File: config.mk
export PLATFORM = sky130hd
export DESIGN_NAME = tape_frame_formatter_mode_control
export DESIGN_NICKNAME = d
export VERILOG_FILES = /design/src/format_pkg.sv /design/src/timecode_if.sv /design/src/pin_sync.sv /design/src/timecode_capture.sv /design/src/tape_frame_formatter_mode_control.sv
export SDC_FILE = /design/constraint.sdc
export NUM_CORES = 1
export LEC_CHECK = 0
export ABC_AREA = 1
export BUFFER_PORTS_ARGS = -buffer_cell sky130_fd_sc_hd__buf_4
export CAP_MARGIN = 20
export CORE_MARGIN = 2
export CORE_UTILIZATION = 58
export DETAILED_ROUTE_END_ITERATION = 10
export PLACE_DENSITY = 0.76
export SYNTH_ARGS = -nofsm -noshare
export SYNTH_HDL_FRONTEND = slang
export SYNTH_SLANG_ARGS = --single-unit
File: constraint.sdc
create_clock -name clk -period 13.7 [get_ports clk]
set_input_delay 2.74 -clock clk [delete_from_list [all_inputs] [get_ports clk]]
set_output_delay 2.74 -clock clk [all_outputs]
set_load 0.02 [all_outputs]
File: src/format_pkg.sv
// Constants, field positions and mode encoding for the tape frame formatter.
// Assumes a single 25 MHz clock and a timing unit that delivers the slow rates as pin levels.
// Operation
// - Power-on command enters record mode unless end-of-tape-recording is present.
// - Recorder step clock runs at 15 Hz in record, held high otherwise.
// - End-of-tape-recording enters standby; data continues, stepping stops.
// - Standby exits only on playback request; power-off still acts.
// - Playback accepted only with downlink ground present and no end-of-tape-playback.
// - Entering playback powers the three oscillators and the mixer amplifier.
// - Playback motor enable idles high, low in playback.
// - Playback start goes low 16/15 s after motor enable, high at end.
// - End-of-tape-playback, power-on or downlink loss ends playback into record.
// - Only the selected timing unit's inputs are used; standby unit grounds.
// - Time code shifts in on its own clock; rest marks full burst.
// - Proton data captured on frame timing gate, sent unchanged to track 1.
// - Radiometer gets 15 Hz shift clock and 1/15 s word strobe every 8/15 s.
// - Radiometer start pulse lasts all of frame word 6.
// - Track 2 is a 7.5 Hz square wave from the frame timing gate.
// - Track 3 frame is 60 words of 7 bits, each after a 0 marker.
// - Words 1 and 2 are sixteen 1 bits without markers.
// - Words 3 to 6 carry 24-bit time code, last 4 bits unused.
// - Words 7 to 21 gate radiometer data, marker forced one bit in eight.
// - Words 22 to 60 carry 39 converted telemetry channels.
// - Power-on pulse resets converter logic and is forwarded to the recorder.
package format_pkg;
  localparam int unsigned      CLK_HZ          = 25_000_000;
  localparam int unsigned      START_DELAY_NUM = 16;
  localparam int unsigned      START_DELAY_DEN = 15;
  localparam longint unsigned  START_DELAY_L   = (longint'(CLK_HZ) * START_DELAY_NUM + START_DELAY_DEN - 1)
                                                 / START_DELAY_DEN;
  localparam int unsigned      START_DELAY_CYCLES = int'(START_DELAY_L);
  localparam int unsigned      WORD_W          = 6;
  localparam int unsigned      BIT_W           = 3;
  localparam int unsigned      TC_W            = 24;
  localparam int unsigned      CNT_W           = 32;
  localparam logic [5:0]       LAST_WORD       = 6'h3b;
  localparam logic [2:0]       LAST_BIT        = 3'h7;
  localparam logic [2:0]       MARKER_SLOT     = 3'h0;
  localparam logic [5:0]       DATA_BITS       = 6'h07;
  localparam logic [5:0]       FRAME_MARK_END  = 6'h01;
  localparam logic [5:0]       TC_FIRST_WORD   = 6'h02;
  localparam logic [5:0]       TC_LAST_WORD    = 6'h05;
  localparam logic [5:0]       TC_BITS         = 6'h18;
  localparam logic [5:0]       RAD_START_WORD  = 6'h05;
  localparam logic [5:0]       RAD_FIRST_WORD  = 6'h06;
  localparam logic [5:0]       RAD_LAST_WORD   = 6'h14;
  localparam logic [5:0]       TLM_FIRST_WORD  = 6'h15;
  typedef enum logic [1:0] {MODE_OFF, MODE_RECORD, MODE_STANDBY, MODE_PLAYBACK} mode_t;
endpackage

File: src/timecode_if.sv
// Interface between the frame builder and the time code capture.
// Assumes all members are already synchronous to clk.
`timescale 1ns/1ns
interface timecode_if;
  logic                  shift_clk;
  logic                  shift_data;
  logic                  rest;
  logic [23:0]           word;
  modport capture (input shift_clk, input shift_data, input rest, output word);
  modport user    (output shift_clk, output shift_data, output rest, input word);
endinterface

File: src/pin_sync.sv
// Three-stage synchroniser for a bundle of pin levels.
// Assumes inputs are asynchronous to clk; output changes once stages two and three agree.
`timescale 1ns/1ns
module pin_sync #(
  parameter int unsigned W = 1
) (
  input  wire logic         clk,
  input  wire logic         reset,
  input  wire logic [W-1:0] pins,
  output logic      [W-1:0] levels
);
  if (W < 1) $error("pin_sync width must be at least one");

  logic [W-1:0] s1_r;
  logic [W-1:0] s2_r;
  logic [W-1:0] s3_r;
  logic [W-1:0] out_r;
  logic [W-1:0] out_nxt;

  always_comb begin
    out_nxt = out_r;
    for (int i = 0; i < int'(W); i++) begin
      if (s2_r[i] == s3_r[i]) begin
        out_nxt[i] = s3_r[i];
      end
    end
  end

  always_ff @(posedge clk or posedge reset) begin
    if (reset) begin
      s1_r  <= '0;
      s2_r  <= '0;
      s3_r  <= '0;
      out_r <= '0;
    end else begin
      s1_r  <= pins;
      s2_r  <= s1_r;
      s3_r  <= s2_r;
      out_r <= out_nxt;
    end
  end

  assign levels = out_r;
endmodule

File: src/timecode_capture.sv
// Time code shift register, latched at the end of each burst.
// Assumes shift clock, data and rest arrive synchronised to clk.
`timescale 1ns/1ns
module timecode_capture (
  input  wire logic       clk,
  input  wire logic       reset,
  timecode_if.capture     tc
);
  logic [23:0] shift_r;
  logic [23:0] shift_nxt;
  logic [23:0] held_r;
  logic [23:0] held_nxt;
  logic        clk_d_r;
  logic        rest_d_r;

  always_comb begin
    shift_nxt = shift_r;
    held_nxt  = held_r;
    if (tc.shift_clk && !clk_d_r) begin
      shift_nxt = {tc.shift_data, shift_r[23:1]};
    end
    if (tc.rest && !rest_d_r) begin
      held_nxt = shift_r;
    end
  end

  always_ff @(posedge clk or posedge reset) begin
    if (reset) begin
      shift_r  <= 24'h000000;
      held_r   <= 24'h000000;
      clk_d_r  <= 1'b0;
      rest_d_r <= 1'b0;
    end else begin
      shift_r  <= shift_nxt;
      held_r   <= held_nxt;
      clk_d_r  <= tc.shift_clk;
      rest_d_r <= tc.rest;
    end
  end

  assign tc.word = held_r;
endmodule

File: src/tape_frame_formatter_mode_control.sv
// Mode sequencer and track 3 frame builder for a three-track incremental recorder.
// Assumes timing unit rates, commands and recorder status arrive as asynchronous pin levels.
`timescale 1ns/1ns
module tape_frame_formatter_mode_control #(
  parameter int unsigned START_DELAY_CYCLES = format_pkg::START_DELAY_CYCLES
) (
  input  wire logic clk,
  input  wire logic reset,
  input  wire logic tick_9k6_a,
  input  wire logic tick_9k6_b,
  input  wire logic tick_15hz_a,
  input  wire logic tick_15hz_b,
  input  wire logic tc_clk_a,
  input  wire logic tc_clk_b,
  input  wire logic tc_data_a,
  input  wire logic tc_data_b,
  input  wire logic tc_rest_a,
  input  wire logic tc_rest_b,
  input  wire logic unit_a_standby_n,
  input  wire logic unit_b_standby_n,
  input  wire logic power_on_cmd,
  input  wire logic power_off_cmd,
  input  wire logic playback_cmd,
  input  wire logic eot_record_n,
  input  wire logic eot_playback_n,
  input  wire logic downlink_ground_n,
  input  wire logic proton_monitor_data,
  input  wire logic plate_radiometer_data,
  input  wire logic converter_serial_out,
  output logic      recorder_step_clk,
  output logic      recorder_reset,
  output logic      converter_power_on,
  output logic      recorder_power_on,
  output logic      oscillator_power_on,
  output logic      playback_motor_n,
  output logic      playback_start_n,
  output logic      track1_data,
  output logic      track2_data,
  output logic      track3_data,
  output logic      radiometer_shift_clk,
  output logic      radiometer_word_strobe,
  output logic      radiometer_start
);
  if (START_DELAY_CYCLES < 1) $error("start delay must be at least one cycle");

  // Synchronised pin levels
  logic [20:0] sync_levels;
  logic        s_9k6_a;
  logic        s_9k6_b;
  logic        s_15_a;
  logic        s_15_b;
  logic        s_tcc_a;
  logic        s_tcc_b;
  logic        s_tcd_a;
  logic        s_tcd_b;
  logic        s_tcr_a;
  logic        s_tcr_b;
  logic        s_a_sb_n;
  logic        s_b_sb_n;
  logic        s_pon;
  logic        s_poff;
  logic        s_pb;
  logic        s_eotr_n;
  logic        s_eotp_n;
  logic        s_dl_n;
  logic        s_proton;
  logic        s_rad;
  logic        s_conv;

  pin_sync #(.W(21)) u_sync (
    .clk    (clk),
    .reset  (reset),
    .pins   ({tick_9k6_a, tick_9k6_b, tick_15hz_a, tick_15hz_b, tc_clk_a, tc_clk_b,
              tc_data_a, tc_data_b, tc_rest_a, tc_rest_b, unit_a_standby_n, unit_b_standby_n,
              power_on_cmd, power_off_cmd, playback_cmd, eot_record_n, eot_playback_n,
              downlink_ground_n, proton_monitor_data, plate_radiometer_data, converter_serial_out}),
    .levels (sync_levels)
  );

  assign {s_9k6_a, s_9k6_b, s_15_a, s_15_b, s_tcc_a, s_tcc_b, s_tcd_a, s_tcd_b, s_tcr_a, s_tcr_b,
          s_a_sb_n, s_b_sb_n, s_pon, s_poff, s_pb, s_eotr_n, s_eotp_n, s_dl_n, s_proton, s_rad,
          s_conv} = sync_levels;

  logic use_b;
  logic tick_9k6;
  logic tick_15;
  assign use_b    = !s_a_sb_n && s_b_sb_n;
  assign tick_9k6 = use_b ? s_9k6_b : s_9k6_a;
  assign tick_15  = use_b ? s_15_b : s_15_a;

  timecode_if tc_bus ();
  assign tc_bus.shift_clk  = use_b ? s_tcc_b : s_tcc_a;
  assign tc_bus.shift_data = use_b ? s_tcd_b : s_tcd_a;
  assign tc_bus.rest       = use_b ? s_tcr_b : s_tcr_a;

  timecode_capture u_tc (
    .clk   (clk),
    .reset (reset),
    .tc    (tc_bus.capture)
  );

  // Status levels, ground active
  logic eot_record;
  logic eot_playback;
  logic downlink_present;
  assign eot_record       = !s_eotr_n;
  assign eot_playback     = !s_eotp_n;
  assign downlink_present = !s_dl_n;

  // Edge detection and pending command events
  logic tick_9k6_d_r;
  logic tick_15_d_r;
  logic pon_d_r;
  logic poff_d_r;
  logic pb_d_r;
  logic pon_pend_r;
  logic poff_pend_r;
  logic pb_pend_r;
  logic pon_pend_nxt;
  logic poff_pend_nxt;
  logic pb_pend_nxt;
  logic stb_9k6;
  logic frame_timing_gate;
  logic pon_edge;
  logic pb_ok;
  assign stb_9k6           = tick_9k6 && !tick_9k6_d_r;
  assign frame_timing_gate = tick_15 && !tick_15_d_r;
  assign pon_edge          = s_pon && !pon_d_r;
  assign pb_ok             = downlink_present && !eot_playback;

  // events held until 9.6 kHz sample
  always_comb begin
    pon_pend_nxt  = pon_pend_r;
    poff_pend_nxt = poff_pend_r;
    pb_pend_nxt   = pb_pend_r;
    if (stb_9k6) begin
      pon_pend_nxt  = 1'b0;
      poff_pend_nxt = 1'b0;
      pb_pend_nxt   = 1'b0;
    end
    if (pon_edge) begin
      pon_pend_nxt = 1'b1;
    end
    if (s_poff && !poff_d_r) begin
      poff_pend_nxt = 1'b1;
    end
    if (s_pb && !pb_d_r) begin
      pb_pend_nxt = 1'b1;
    end
  end

  always_ff @(posedge clk or posedge reset) begin
    if (reset) begin
      tick_9k6_d_r <= 1'b0;
      tick_15_d_r  <= 1'b0;
      pon_d_r      <= 1'b0;
      poff_d_r     <= 1'b0;
      pb_d_r       <= 1'b0;
      pon_pend_r   <= 1'b0;
      poff_pend_r  <= 1'b0;
      pb_pend_r    <= 1'b0;
    end else begin
      tick_9k6_d_r <= tick_9k6;
      tick_15_d_r  <= tick_15;
      pon_d_r      <= s_pon;
      poff_d_r     <= s_poff;
      pb_d_r       <= s_pb;
      pon_pend_r   <= pon_pend_nxt;
      poff_pend_r  <= poff_pend_nxt;
      pb_pend_r    <= pb_pend_nxt;
    end
  end

  // Mode state machine
  format_pkg::mode_t mode_r;
  format_pkg::mode_t mode_nxt;

  always_comb begin
    mode_nxt = mode_r;
    if (stb_9k6) begin
      case (mode_r)
        format_pkg::MODE_OFF: begin
          if (pon_pend_r) begin
            mode_nxt = eot_record ? format_pkg::MODE_STANDBY : format_pkg::MODE_RECORD;
          end
        end
        format_pkg::MODE_RECORD: begin
          if (poff_pend_r) begin
            mode_nxt = format_pkg::MODE_OFF;
          end else if (eot_record) begin
            mode_nxt = format_pkg::MODE_STANDBY;
          end else if (pb_pend_r && pb_ok) begin
            mode_nxt = format_pkg::MODE_PLAYBACK;
          end
        end
        format_pkg::MODE_STANDBY: begin
          if (poff_pend_r) begin
            mode_nxt = format_pkg::MODE_OFF;
          end else if (pb_pend_r && pb_ok) begin
            mode_nxt = format_pkg::MODE_PLAYBACK;
          end
        end
        format_pkg::MODE_PLAYBACK: begin
          if (poff_pend_r) begin
            mode_nxt = format_pkg::MODE_OFF;
          end else if (pon_pend_r || eot_playback || !downlink_present) begin
            mode_nxt = format_pkg::MODE_RECORD;
          end
        end
        default: begin
          mode_nxt = format_pkg::MODE_OFF;
        end
      endcase
    end
  end

  always_ff @(posedge clk or posedge reset) begin
    if (reset) begin
      mode_r <= format_pkg::MODE_OFF;
    end else begin
      mode_r <= mode_nxt;
    end
  end

  // Frame counters and playback delay
  logic                          active;
  logic                          in_pb;
  logic [format_pkg::BIT_W-1:0]  bit_r;
  logic [format_pkg::BIT_W-1:0]  bit_nxt;
  logic [format_pkg::WORD_W-1:0] word_r;
  logic [format_pkg::WORD_W-1:0] word_nxt;
  logic [format_pkg::CNT_W-1:0]  start_cnt_r;
  logic [format_pkg::CNT_W-1:0]  start_cnt_nxt;
  logic [format_pkg::CNT_W-1:0]  start_limit;
  assign active      = (mode_r != format_pkg::MODE_OFF);
  assign in_pb       = (mode_r == format_pkg::MODE_PLAYBACK);
  assign start_limit = format_pkg::CNT_W'(START_DELAY_CYCLES);

  always_comb begin
    bit_nxt       = bit_r;
    word_nxt      = word_r;
    start_cnt_nxt = start_cnt_r;
    if (!active || pon_edge) begin
      bit_nxt  = '0;
      word_nxt = '0;
    end else if (frame_timing_gate) begin
      bit_nxt = bit_r + 3'h1;
      if (bit_r == format_pkg::LAST_BIT) begin
        word_nxt = (word_r == format_pkg::LAST_WORD) ? '0 : word_r + 6'h01;
      end
    end
    if (!in_pb) begin
      start_cnt_nxt = '0;
    end else if (start_cnt_r != start_limit) begin
      start_cnt_nxt = start_cnt_r + 32'h00000001;
    end
  end

  always_ff @(posedge clk or posedge reset) begin
    if (reset) begin
      bit_r       <= '0;
      word_r      <= '0;
      start_cnt_r <= '0;
    end else begin
      bit_r       <= bit_nxt;
      word_r      <= word_nxt;
      start_cnt_r <= start_cnt_nxt;
    end
  end

  // Track 3 bit selection
  logic       marker_bit_gate;
  logic       radiometer_window_gate;
  logic       track3_mux_gate_a;
  logic       track3_mux_gate_b;
  logic [5:0] tc_pos;
  logic       tc_bit;
  logic       t3_bit;
  assign marker_bit_gate        = (bit_r == format_pkg::MARKER_SLOT);
  assign radiometer_window_gate = (word_r >= format_pkg::RAD_FIRST_WORD) && (word_r <= format_pkg::RAD_LAST_WORD);
  assign track3_mux_gate_a      = radiometer_window_gate && s_rad;
  assign track3_mux_gate_b      = (word_r >= format_pkg::TLM_FIRST_WORD) && s_conv;
  assign tc_pos = 6'((word_r - format_pkg::TC_FIRST_WORD) * format_pkg::DATA_BITS + 6'(bit_r) - 6'h01);

  always_comb begin
    tc_bit = 1'b0;
    if (tc_pos < format_pkg::TC_BITS) begin
      tc_bit = tc_bus.word[tc_pos[4:0]];
    end
  end

  always_comb begin
    if (word_r <= format_pkg::FRAME_MARK_END) begin
      t3_bit = 1'b1;
    end else if (marker_bit_gate) begin
      t3_bit = 1'b0;
    end else if (word_r <= format_pkg::TC_LAST_WORD) begin
      t3_bit = tc_bit;
    end else begin
      t3_bit = track3_mux_gate_a || track3_mux_gate_b;
    end
  end

  // Registered outputs
  logic step_r;
  logic step_nxt;
  logic rst_fwd_r;
  logic conv_pwr_r;
  logic osc_pwr_r;
  logic osc_pwr_nxt;
  logic motor_n_r;
  logic start_n_r;
  logic start_n_nxt;
  logic proton_sync_flop;
  logic proton_nxt;
  logic track2_r;
  logic track2_nxt;
  logic track3_r;
  logic rad_clk_r;
  logic rad_word_r;
  logic rad_start_r;

  always_comb begin
    step_nxt    = (mode_r == format_pkg::MODE_RECORD) ? tick_15 : 1'b1;
    osc_pwr_nxt = in_pb;
    start_n_nxt = !(in_pb && (start_cnt_r == start_limit));
    proton_nxt  = (active && frame_timing_gate) ? s_proton : proton_sync_flop;
    track2_nxt  = (active && frame_timing_gate) ? !track2_r : track2_r;
  end

  always_ff @(posedge clk or posedge reset) begin
    if (reset) begin
      step_r           <= 1'b1;
      rst_fwd_r        <= 1'b0;
      conv_pwr_r       <= 1'b0;
      osc_pwr_r        <= 1'b0;
      motor_n_r        <= 1'b1;
      start_n_r        <= 1'b1;
      proton_sync_flop <= 1'b0;
      track2_r         <= 1'b0;
      track3_r         <= 1'b1;
      rad_clk_r        <= 1'b0;
      rad_word_r       <= 1'b0;
      rad_start_r      <= 1'b0;
    end else begin
      step_r           <= step_nxt;
      rst_fwd_r        <= s_pon;
      conv_pwr_r       <= active;
      osc_pwr_r        <= osc_pwr_nxt;
      motor_n_r        <= !in_pb;
      start_n_r        <= start_n_nxt;
      proton_sync_flop <= proton_nxt;
      track2_r         <= track2_nxt;
      track3_r         <= active ? t3_bit : 1'b1;
      rad_clk_r        <= active && tick_15;
      rad_word_r       <= active && marker_bit_gate;
      rad_start_r      <= active && (word_r == format_pkg::RAD_START_WORD);
    end
  end

  assign recorder_reset         = rst_fwd_r;
  assign converter_power_on     = conv_pwr_r;
  assign recorder_power_on      = conv_pwr_r;
  assign oscillator_power_on    = osc_pwr_r;
  assign playback_motor_n       = motor_n_r;
  assign playback_start_n       = start_n_r;
  assign recorder_step_clk      = step_r;
  assign track1_data            = proton_sync_flop;
  assign track2_data            = track2_r;
  assign track3_data            = track3_r;
  assign radiometer_shift_clk   = rad_clk_r;
  assign radiometer_word_strobe = rad_word_r;
  assign radiometer_start       = rad_start_r;
endmodule

## Word level (Yosys, flattened, before mapping)

Cells that the tools add are included.

| storage, ports and cells | value |
|---|---|
| output and inout port bits | 13 |
| bits in registers | 196 |
| word-level logic and storage cells | 177 |

| cells by class | value |
|---|---|
| reduce and logical (&&, ||, !) cells | 46 |
| equal/unequal tests | 32 |
| $lt $le $gt $ge | 7 |
| $mul | 1 |
| multiplexer cells | 34 |
| add/sub/neg operators | 6 |

Operators by type and width:

| cell | number |
|---|---|
| 2-to-1 mux 32 bit | 2 |
| adder 32 x 1 -> 32 bit (second input constant) | 1 |
| equality test 32 x 25 -> 1 bit (second input constant) | 1 |
| inequality test 32 x 25 -> 1 bit (second input constant) | 1 |
| 2-to-1 mux 6 bit | 4 |
| equality test 1 bit | 21 |
| logical AND 1 bit | 18 |
| 2-to-1 mux 1 bit | 16 |
| 2-to-1 mux 2 bit | 8 |
| zero test 1 bit | 14 |
| nonzero test 2 bit | 6 |
| one-hot mux 2 bit (4 select lines) | 1 |
| adder 6 x 1 -> 6 bit (second input constant) | 1 |
| adder 6 x 3 -> 6 bit | 1 |
| equality test 6 x 3 -> 1 bit (second input constant) | 1 |
| equality test 6 bit (second input constant) | 1 |
| >= comparator 6 x 3 -> 1 bit (second input constant) | 1 |
| >= comparator 6 x 5 -> 1 bit (second input constant) | 1 |
| less-or-equal comparator 6 x 1 -> 1 bit (second input constant) | 1 |
| less-or-equal comparator 6 x 3 -> 1 bit (second input constant) | 1 |
| less-or-equal comparator 6 x 5 -> 1 bit (second input constant) | 1 |
| < comparator 5 x 6 -> 1 bit (second input constant) | 1 |
| < comparator 6 x 5 -> 1 bit (second input constant) | 1 |
| multiplier 6 x 3 -> 6 bit (second input constant) | 1 |
| 16 further kinds | 21 |

## Depth between registers and ports, before layout

Gate-level depths: netlist (run 1).

| depth | value |
|---|---|
| depth after elaboration | 11 |
| depth in mapped cells | 22 |

## Modules after synthesis

From an unflattened synthesis (run 1), not the netlist that was laid out.

| second synthesis, totals | value |
|---|---|
| cell total of the unflattened synthesis | 932 |
| area total of the unflattened synthesis | 8617.0 um^2 |

By module, submodules not included:

| module | cells each | area each (um^2) | times used |
|---|---|---|---|
| tape_frame_formatter_mode_control | 550 | 4111.4 | 1 |
| pin_sync | 169 | 2447.3 | 1 |
| timecode_capture | 213 | 2058.2 | 1 |

## Worst setup path before layout (run 1)

Ideal clock, no wire load.

| path | value |
|---|---|
| path type | register -> output |
| start point | register conv_pwr_r, in the netlist converter_power_on |
| end point | output port recorder_power_on |
| slack | 10.347 ns |
| cell stages (with the launch flop) | 2 |
| path buffers | 1 |
| arrival time | 0.613 ns |
| path through | dfrtp_1 -> buf_4 |

RTL lines:

| what | line | source |
|---|---|---|
| start: declaration | tape_frame_formatter_mode_control.sv:308 | `logic conv_pwr_r;` |
| start signal: assignment | tape_frame_formatter_mode_control.sv:348 | `conv_pwr_r <= active;` |
| end: declaration | tape_frame_formatter_mode_control.sv:33 | `output logic recorder_power_on,` |

No word-level cell between the ends.

## Worst setup path in the final report (run 1)

| path | value |
|---|---|
| start point | register track3_r, in the netlist track3_data |
| end point | output port track3_data |

RTL lines:

| what | line | source |
|---|---|---|
| start: declaration | tape_frame_formatter_mode_control.sv:318 | `logic track3_r;` |
| start signal: assignment | tape_frame_formatter_mode_control.sv:354 | `track3_r <= active ? t3_bit : 1'b1;` |
| end: declaration | tape_frame_formatter_mode_control.sv:39 | `output logic track3_data,` |

No word-level cell between the ends.

==> flow_summary.yaml, run 1 <==
outcome:
  status: "finished clean"
grt:
  use_met2: 0.345
  met1_usage: 0.299
  track_usage: 0.217
  grt_overflow: 0
  grtUsageMet3: 0.0468
  grt_antenna_before_repair: 0
  grt_pass1_vias: 5724
  grt_max_degree: 141
  grt_pass1_wl_um: 27300
  busiest_layer: "met2"
clock_tree:
  clk_path_buf_depth: 2
  worstSkewPairLatency_ps: 430
  post_cts_buffers: 0
  cts_htree_levels: 4
  cts-root-buf: "clkbuf_16"
  cts.repair.resized: 0
  cts.sinks: 196
  cts_buffers: 17
  cts.reportedPaths.clkPinSlew_ps: 70
  cts_tree: "done"
  postCtsHoldBufs: 0
synth:
  netlist_area_mm2: 0.00842
  syn_nets: 897
  synth_common_cells: "dfrtp_1, nand2_1, inv_1"
  synth.avg_cell_area_um2: 9.91
  ys_warn_count: 0
  yosysSeqAreaShare: 0.583
  synth_top_area_frac: 0.570
  synth_top_area_cell: "dfrtp_1"
  yosys-top-cells-area: "dfrtp_1, nand2_1, inv_1"
  postSynthCellCount: 850
  synth-edff-count: 0
  synth.most_common_cell: "dfrtp_1"
  yosysUniqueCellTypes: 45
  synth_flop_cell: "dfrtp_1"
  synth_seq_cells: 196
  synth-async-reset-ratio: 1.00
worst_hold_path:
  holdCritPathClass: "register to register"
critical_path:
  cp_top_family: "flip-flops"
  cp_num_buf_inv: 1
  path_class: "register to output port"
  path_cells: "buf_4"
  cp-start-kind: "register"
  crit_fanout: 1
  critical_path_required_ps: 10960
  cp_slowest_stage_delay_ps: 530
  cp.arrival_ps: 1090
  critPathCaptureType: "output port"
  slowest_stage: "dfstp_2"
drt:
  wl_per_cell_um: 14.4
  drt_wl_total_um: 15600
  detail_route.iter0.violations: 630
  viasPerCell: 5.28
  num_vias: 5727
  drc: 0
  first_pass_iters: 6
  route.antenna.remaining_nets: 0
floorplan:
  fp.coreArea_mm2: 0.0144
  die_area_mm2: 0.0155
  num_rows: 44
  die_y_um: 125
  chipWidth_um: 125
  initial_core_util: 0.586
  io_pins: 36
timing:
  setup_viol: 0
  worst_slack_ps: 9870
  rsz0062_at_grt: "false"
  hold_viol: 0
  fmax_mhz: 261
  worst_pin_slew_ps: 897
  finalSetupTns_ps: 0
  slew_viol_final: 0
  post-route-period-util: 0.279
  max-slew-margin-rel: 0.402
  min_period_ps: 3830
  skew_ps: 10.3
layout:
  layout-drive-gt1-share: 0.118
  nFillCells: 1146
  finalNetCount: 935
  area_growth_syn_to_layout_pct: 11.6
  n_antenna_cell: 0
power_and_ir_drop:
  powerDensity_mw_per_mm2: 186
  ir_worst_vdd_uv: 116
  cellLeakagePower_nw: 4.26
place:
  place.gp.congestion: 0.905
  hpwl_um: 10300
  post-place-ws_ps: 9390
  port-buffer-count: 35
run:
  maxCapViolCount: 0
==> through the flow <==
| step | instance area, um2 | std cells | power (mW) | hold slack (ps) | utilization |
|---|---|---|---|---|---|
| floorplan | 8420 | 850 | 1.13 | 331 | - |
| global placement | 8810 | 1053 | 1.24 | 332 | 0.613 |
| detailed placement | 8810 | 1053 | 1.26 | 335 | 0.613 |
| CTS | 9400 | 1084 | 1.76 | 351 | 0.654 |
| global route | 9400 | 1084 | 1.88 | 354 | 0.654 |
| finish | 9400 | 1084 | 1.75 | 350 | 0.654 |
==> metal layers <==
metal / up-vias / part of all wire / wire, um
met1: 2758 / 0.46 / 7170
met2: 113 / 0.49 / 7640
li1: 2825 / - / -
met5: - / 0 / 0
met4: 0 / 0.021 / 323
met3: 31 / 0.033 / 514
==> layout by cell type (no fill, tap or decap), types with 12 or more instances in the layout <==
cell,synthesis,layout
a21oi_1,18,18
buf_4,3,37
clkbuf_16,0,17
dfrtp_1,192,192
ha_1,20,20
inv_1,105,104
maj3_1,21,21
nand2_1,166,166
nand3_1,54,54
nand4_1,12,12
nor2_1,63,63
nor3_1,18,18
o21ai_0,71,71
xor2_1,15,15
==> flip-flops by register name, summed over array words and instances (netlist names), 2 cells and up <==
name / flops
u_tc.shift_r: 24
start_cnt_r: 32
mode_r: 2
u_tc.tc.word: 24
u_sync.levels: 21
word_r: 6
u_sync.s2_r: 21
bit_r: 3
u_sync.s1_r: 21
u_sync.s3_r: 21
==> power by group <==
part           switching (mW)  internal, mW  total [mW]
clock network           0.232         0.260       0.491
logic                   0.343         0.204       0.547
registers              0.0514         0.659       0.710
total                   0.626          1.12        1.75
==> worst paths after layout <==
| path | start | end | slack, ps | cells after the start |
|---|---|---|---|---|
| min in group asynchronous | reset | u_sync.s1_r[9]$_DFF_PP0_ | 2500 | 2 |
| worst max-delay path | track3_data$_DFF_PP1_ | track3_data | 9870 | 1 |
| worst max register to register | word_r[1]$_DFFE_PP0P_ | track3_data$_DFF_PP1_ | 10230 | 18 |
| worst min-delay path | u_sync.s1_r[15]$_DFF_PP0_ | u_sync.s2_r[15]$_DFF_PP0_ | 350 | 0 |
| worst min register to register | u_sync.s1_r[15]$_DFF_PP0_ | u_sync.s2_r[15]$_DFF_PP0_ | 350 | 0 |
| max in group asynchronous | reset | u_sync.s1_r[1]$_DFF_PP0_ | 9910 | 3 |
==> area by class of cell <==
cell class / instances / area [um2] / share of cell area
well taps: 184 / 230 / 0.0245
clock inverters: 14 / 164 / 0.0174
repair buffers: 37 / 278 / 0.0295
inverters: 112 / 430 / 0.0458
multi-input cells: 524 / 2970 / 0.315
flip-flops and latches: 196 / 4910 / 0.522
clock buffers: 17 / 425 / 0.0452
==> cell families (layout without fill, tap and decap cells) <==
logic type / after synthesis / count (layout) / synth area share
AO/OA/AOI/OAI: 109 / 109 / 0.0738
buffers and inverters: 130 / 180 / 0.0649
flip-flops: 196 / 196 / 0.583
AND/OR/NAND/NOR: 340 / 340 / 0.181
XOR/XNOR: 26 / 26 / 0.0270
multiplexers: 4 / 4 / 0.00624
adder cells (fa/ha/maj): 45 / 45 / 0.0642
No activity file was read; power rests on OpenSTA's default activity.
==> inputs of run 2 (changes only) <==
--- a/config.mk
+++ b/config.mk
@@ -9,9 +9,9 @@
 export BUFFER_PORTS_ARGS = -buffer_cell sky130_fd_sc_hd__buf_4
 export CAP_MARGIN = 20
 export CORE_MARGIN = 2
-export CORE_UTILIZATION = 58
+export CORE_UTILIZATION = 55
 export DETAILED_ROUTE_END_ITERATION = 10
-export PLACE_DENSITY = 0.76
+export PLACE_DENSITY = 0.75
 export SYNTH_ARGS = -nofsm -noshare
 export SYNTH_HDL_FRONTEND = slang
 export SYNTH_SLANG_ARGS = --single-unit
==> constraint.sdc (replaced) <==
create_clock -name clk -period 3.5 [get_ports clk]
set_input_delay 0.7 -clock clk [delete_from_list [all_inputs] [get_ports clk]]
set_output_delay 0.7 -clock clk [all_outputs]
set_load 0.02 [all_outputs]
==> flow_summary.yaml, run 2 (synthesis gave the netlist of run 1 again) <==
outcome:
  status: "finished clean"
critical_path:
  critical_path_required_ps: 3870
  crit_fanout: 9
  crit_path_end: "track3_data$_DFF_PP1_"
  cp-start-kind: "register"
  path_class: "register to register"
  reg2reg_depth: 17
  cp.arrival_ps: 3600
  critPathLaunch: "word_r[1]$_DFFE_PP0P_"
  critPathCaptureType: "register"
  reg2reg_to: "track3_data$_DFF_PP1_"
  r2r-start: "word_r[1]$_DFFE_PP0P_"
  rrSetupSlack_ps: 280
clock_tree:
  clk_path_buf_depth: 2
  cts.sinks: 196
  cts_htree_levels: 4
  cts_buffers: 17
  cts-root-buf: "clkbuf_16"
  cts.repair.resized: 0
  worstSkewPairLatency_ps: 430
  cts_tree: "done"
  postCtsHoldBufs: 0
  cts.reportedPaths.clkPinSlew_ps: 70
  post_cts_buffers: 0
floorplan:
  fp.coreArea_mm2: 0.0151
  die_y_um: 128
  num_rows: 45
  die_area_mm2: 0.0163
  chipWidth_um: 128
  initial_core_util: 0.558
  io_pins: 36
timing:
  finalSetupTns_ps: 0
  hold_ws_ps: 348
  hold_viol: 0
  fmax_mhz: 310
  worst_pin_slew_ps: 1010
  post-route-period-util: 0.921
  skew_ps: 9.78
  worst_slack_ps: 277
  rsz0062_at_grt: "false"
  slew_viol_final: 0
  min_period_ps: 3220
  max-slew-margin-rel: 0.326
  setup_viol: 0
drt:
  detail_route.iter0.violations: 514
  viasPerCell: 5.22
  route.antenna.remaining_nets: 0
  drc: 0
  wl_per_cell_um: 14.0
  drt_wl_total_um: 15300
  first_pass_iters: 5
  num_vias: 5706
power_and_ir_drop:
  powerDensity_mw_per_mm2: 720
  power_mw: 6.80
  cellLeakagePower_nw: 4.27
  ir_worst_vdd_uv: 448
place:
  place_inst: 1061
  hpwl_um: 10300
  port-buffer-count: 35
  place.gp.congestion: 0.936
  post-place-ws_ps: 233
  dpl_cell_area_mm2: 0.00886
layout:
  area_growth_syn_to_layout_pct: 12.2
  finalNetCount: 939
  nFillCells: 1246
  post-route-util: 0.626
  top_register: "start_cnt_r"
  fin_area_mm2: 0.00945
  stdcell_count: 1093
  layout-drive-gt1-share: 0.125
  n_antenna_cell: 0
  final_common_cell: "dfrtp_1"
  layout_common_cells: "dfrtp_1, nand2_1, inv_1, o21ai_0, nor2_1"
  largest_reg_flops: 32
grt:
  grt_antenna_before_repair: 0
  grt_pass1_wl_um: 25700
  track_usage: 0.200
  grt_overflow: 0
  grt_pass1_vias: 5367
  grt_max_degree: 197
run:
  maxCapViolCount: 0
worst_hold_path:
  holdCritPathClass: "register to register"
run 2: worst min path at each step:
stage                              from                         to  slack (ps)  cells after the start
3_3_place_gp   u_sync.s1_r[2]$_DFF_PP0_   u_sync.s2_r[2]$_DFF_PP0_         330                      0
3_5_place_dp   u_sync.s1_r[7]$_DFF_PP0_   u_sync.s2_r[7]$_DFF_PP0_         330                      0
2_1_floorplan  u_sync.s1_r[0]$_DFF_PP0_   u_sync.s2_r[0]$_DFF_PP0_         330                      0
5_1_grt                unit_a_standby_n  u_sync.s1_r[10]$_DFF_PP0_         340                      1
4_1_cts        u_sync.s1_r[0]$_DFF_PP0_   u_sync.s2_r[0]$_DFF_PP0_         350                      0
6_report       u_sync.s1_r[0]$_DFF_PP0_   u_sync.s2_r[0]$_DFF_PP0_         350                      0
run 2: area by class of cell:
class | instances | area, um2 | share of cell area
Clock inverter | 13 | 136 | 0.0144
Inverter | 112 | 427 | 0.0452
Multi-Input combinational cell | 524 | 2980 | 0.315
Timing Repair Buffer | 41 | 320 | 0.0339
Clock buffer | 19 | 443 | 0.0469
Tap cell | 188 | 235 | 0.0249
Sequential cell | 196 | 4910 | 0.520
run 2: where the power goes:
part / internal, mW / total (mW) / switching, mW
Sequential: 2.58 / 2.77 / 0.191
Clock: 0.969 / 1.88 / 0.909
Combinational: 0.822 / 2.16 / 1.33
Total: 4.37 / 6.80 / 2.43
run 2: critical path: stages (launching register included):
cell and delay, ps:
dfrtp_1 370, inv_1 230, ha_1 330, xnor2_2 220, xor2_1 260, fa_1 480
fa_1 450, nand2_1 100, nand2_1 100, inv_1 100, nand3_1 90, nand3_1 90
nand3_1 70, nand2_1 60, nand3_1 70, nand2_1 60, nand2_1 40, nand2_1 50
run 2: routing by layer:
| layer | wire length, um | part of all wire | vias to the layer above | GRT usage |
|---|---|---|---|---|
| met5 | 0 | 0 | - | 0 |
| met4 | 431 | 0.028 | 0 | 0.0802 |
| met3 | 652 | 0.043 | 31 | 0.0522 |
| met2 | 6730 | 0.44 | 128 | 0.292 |
| li1 | - | - | 2839 | - |
| met1 | 7500 | 0.49 | 2708 | 0.288 |
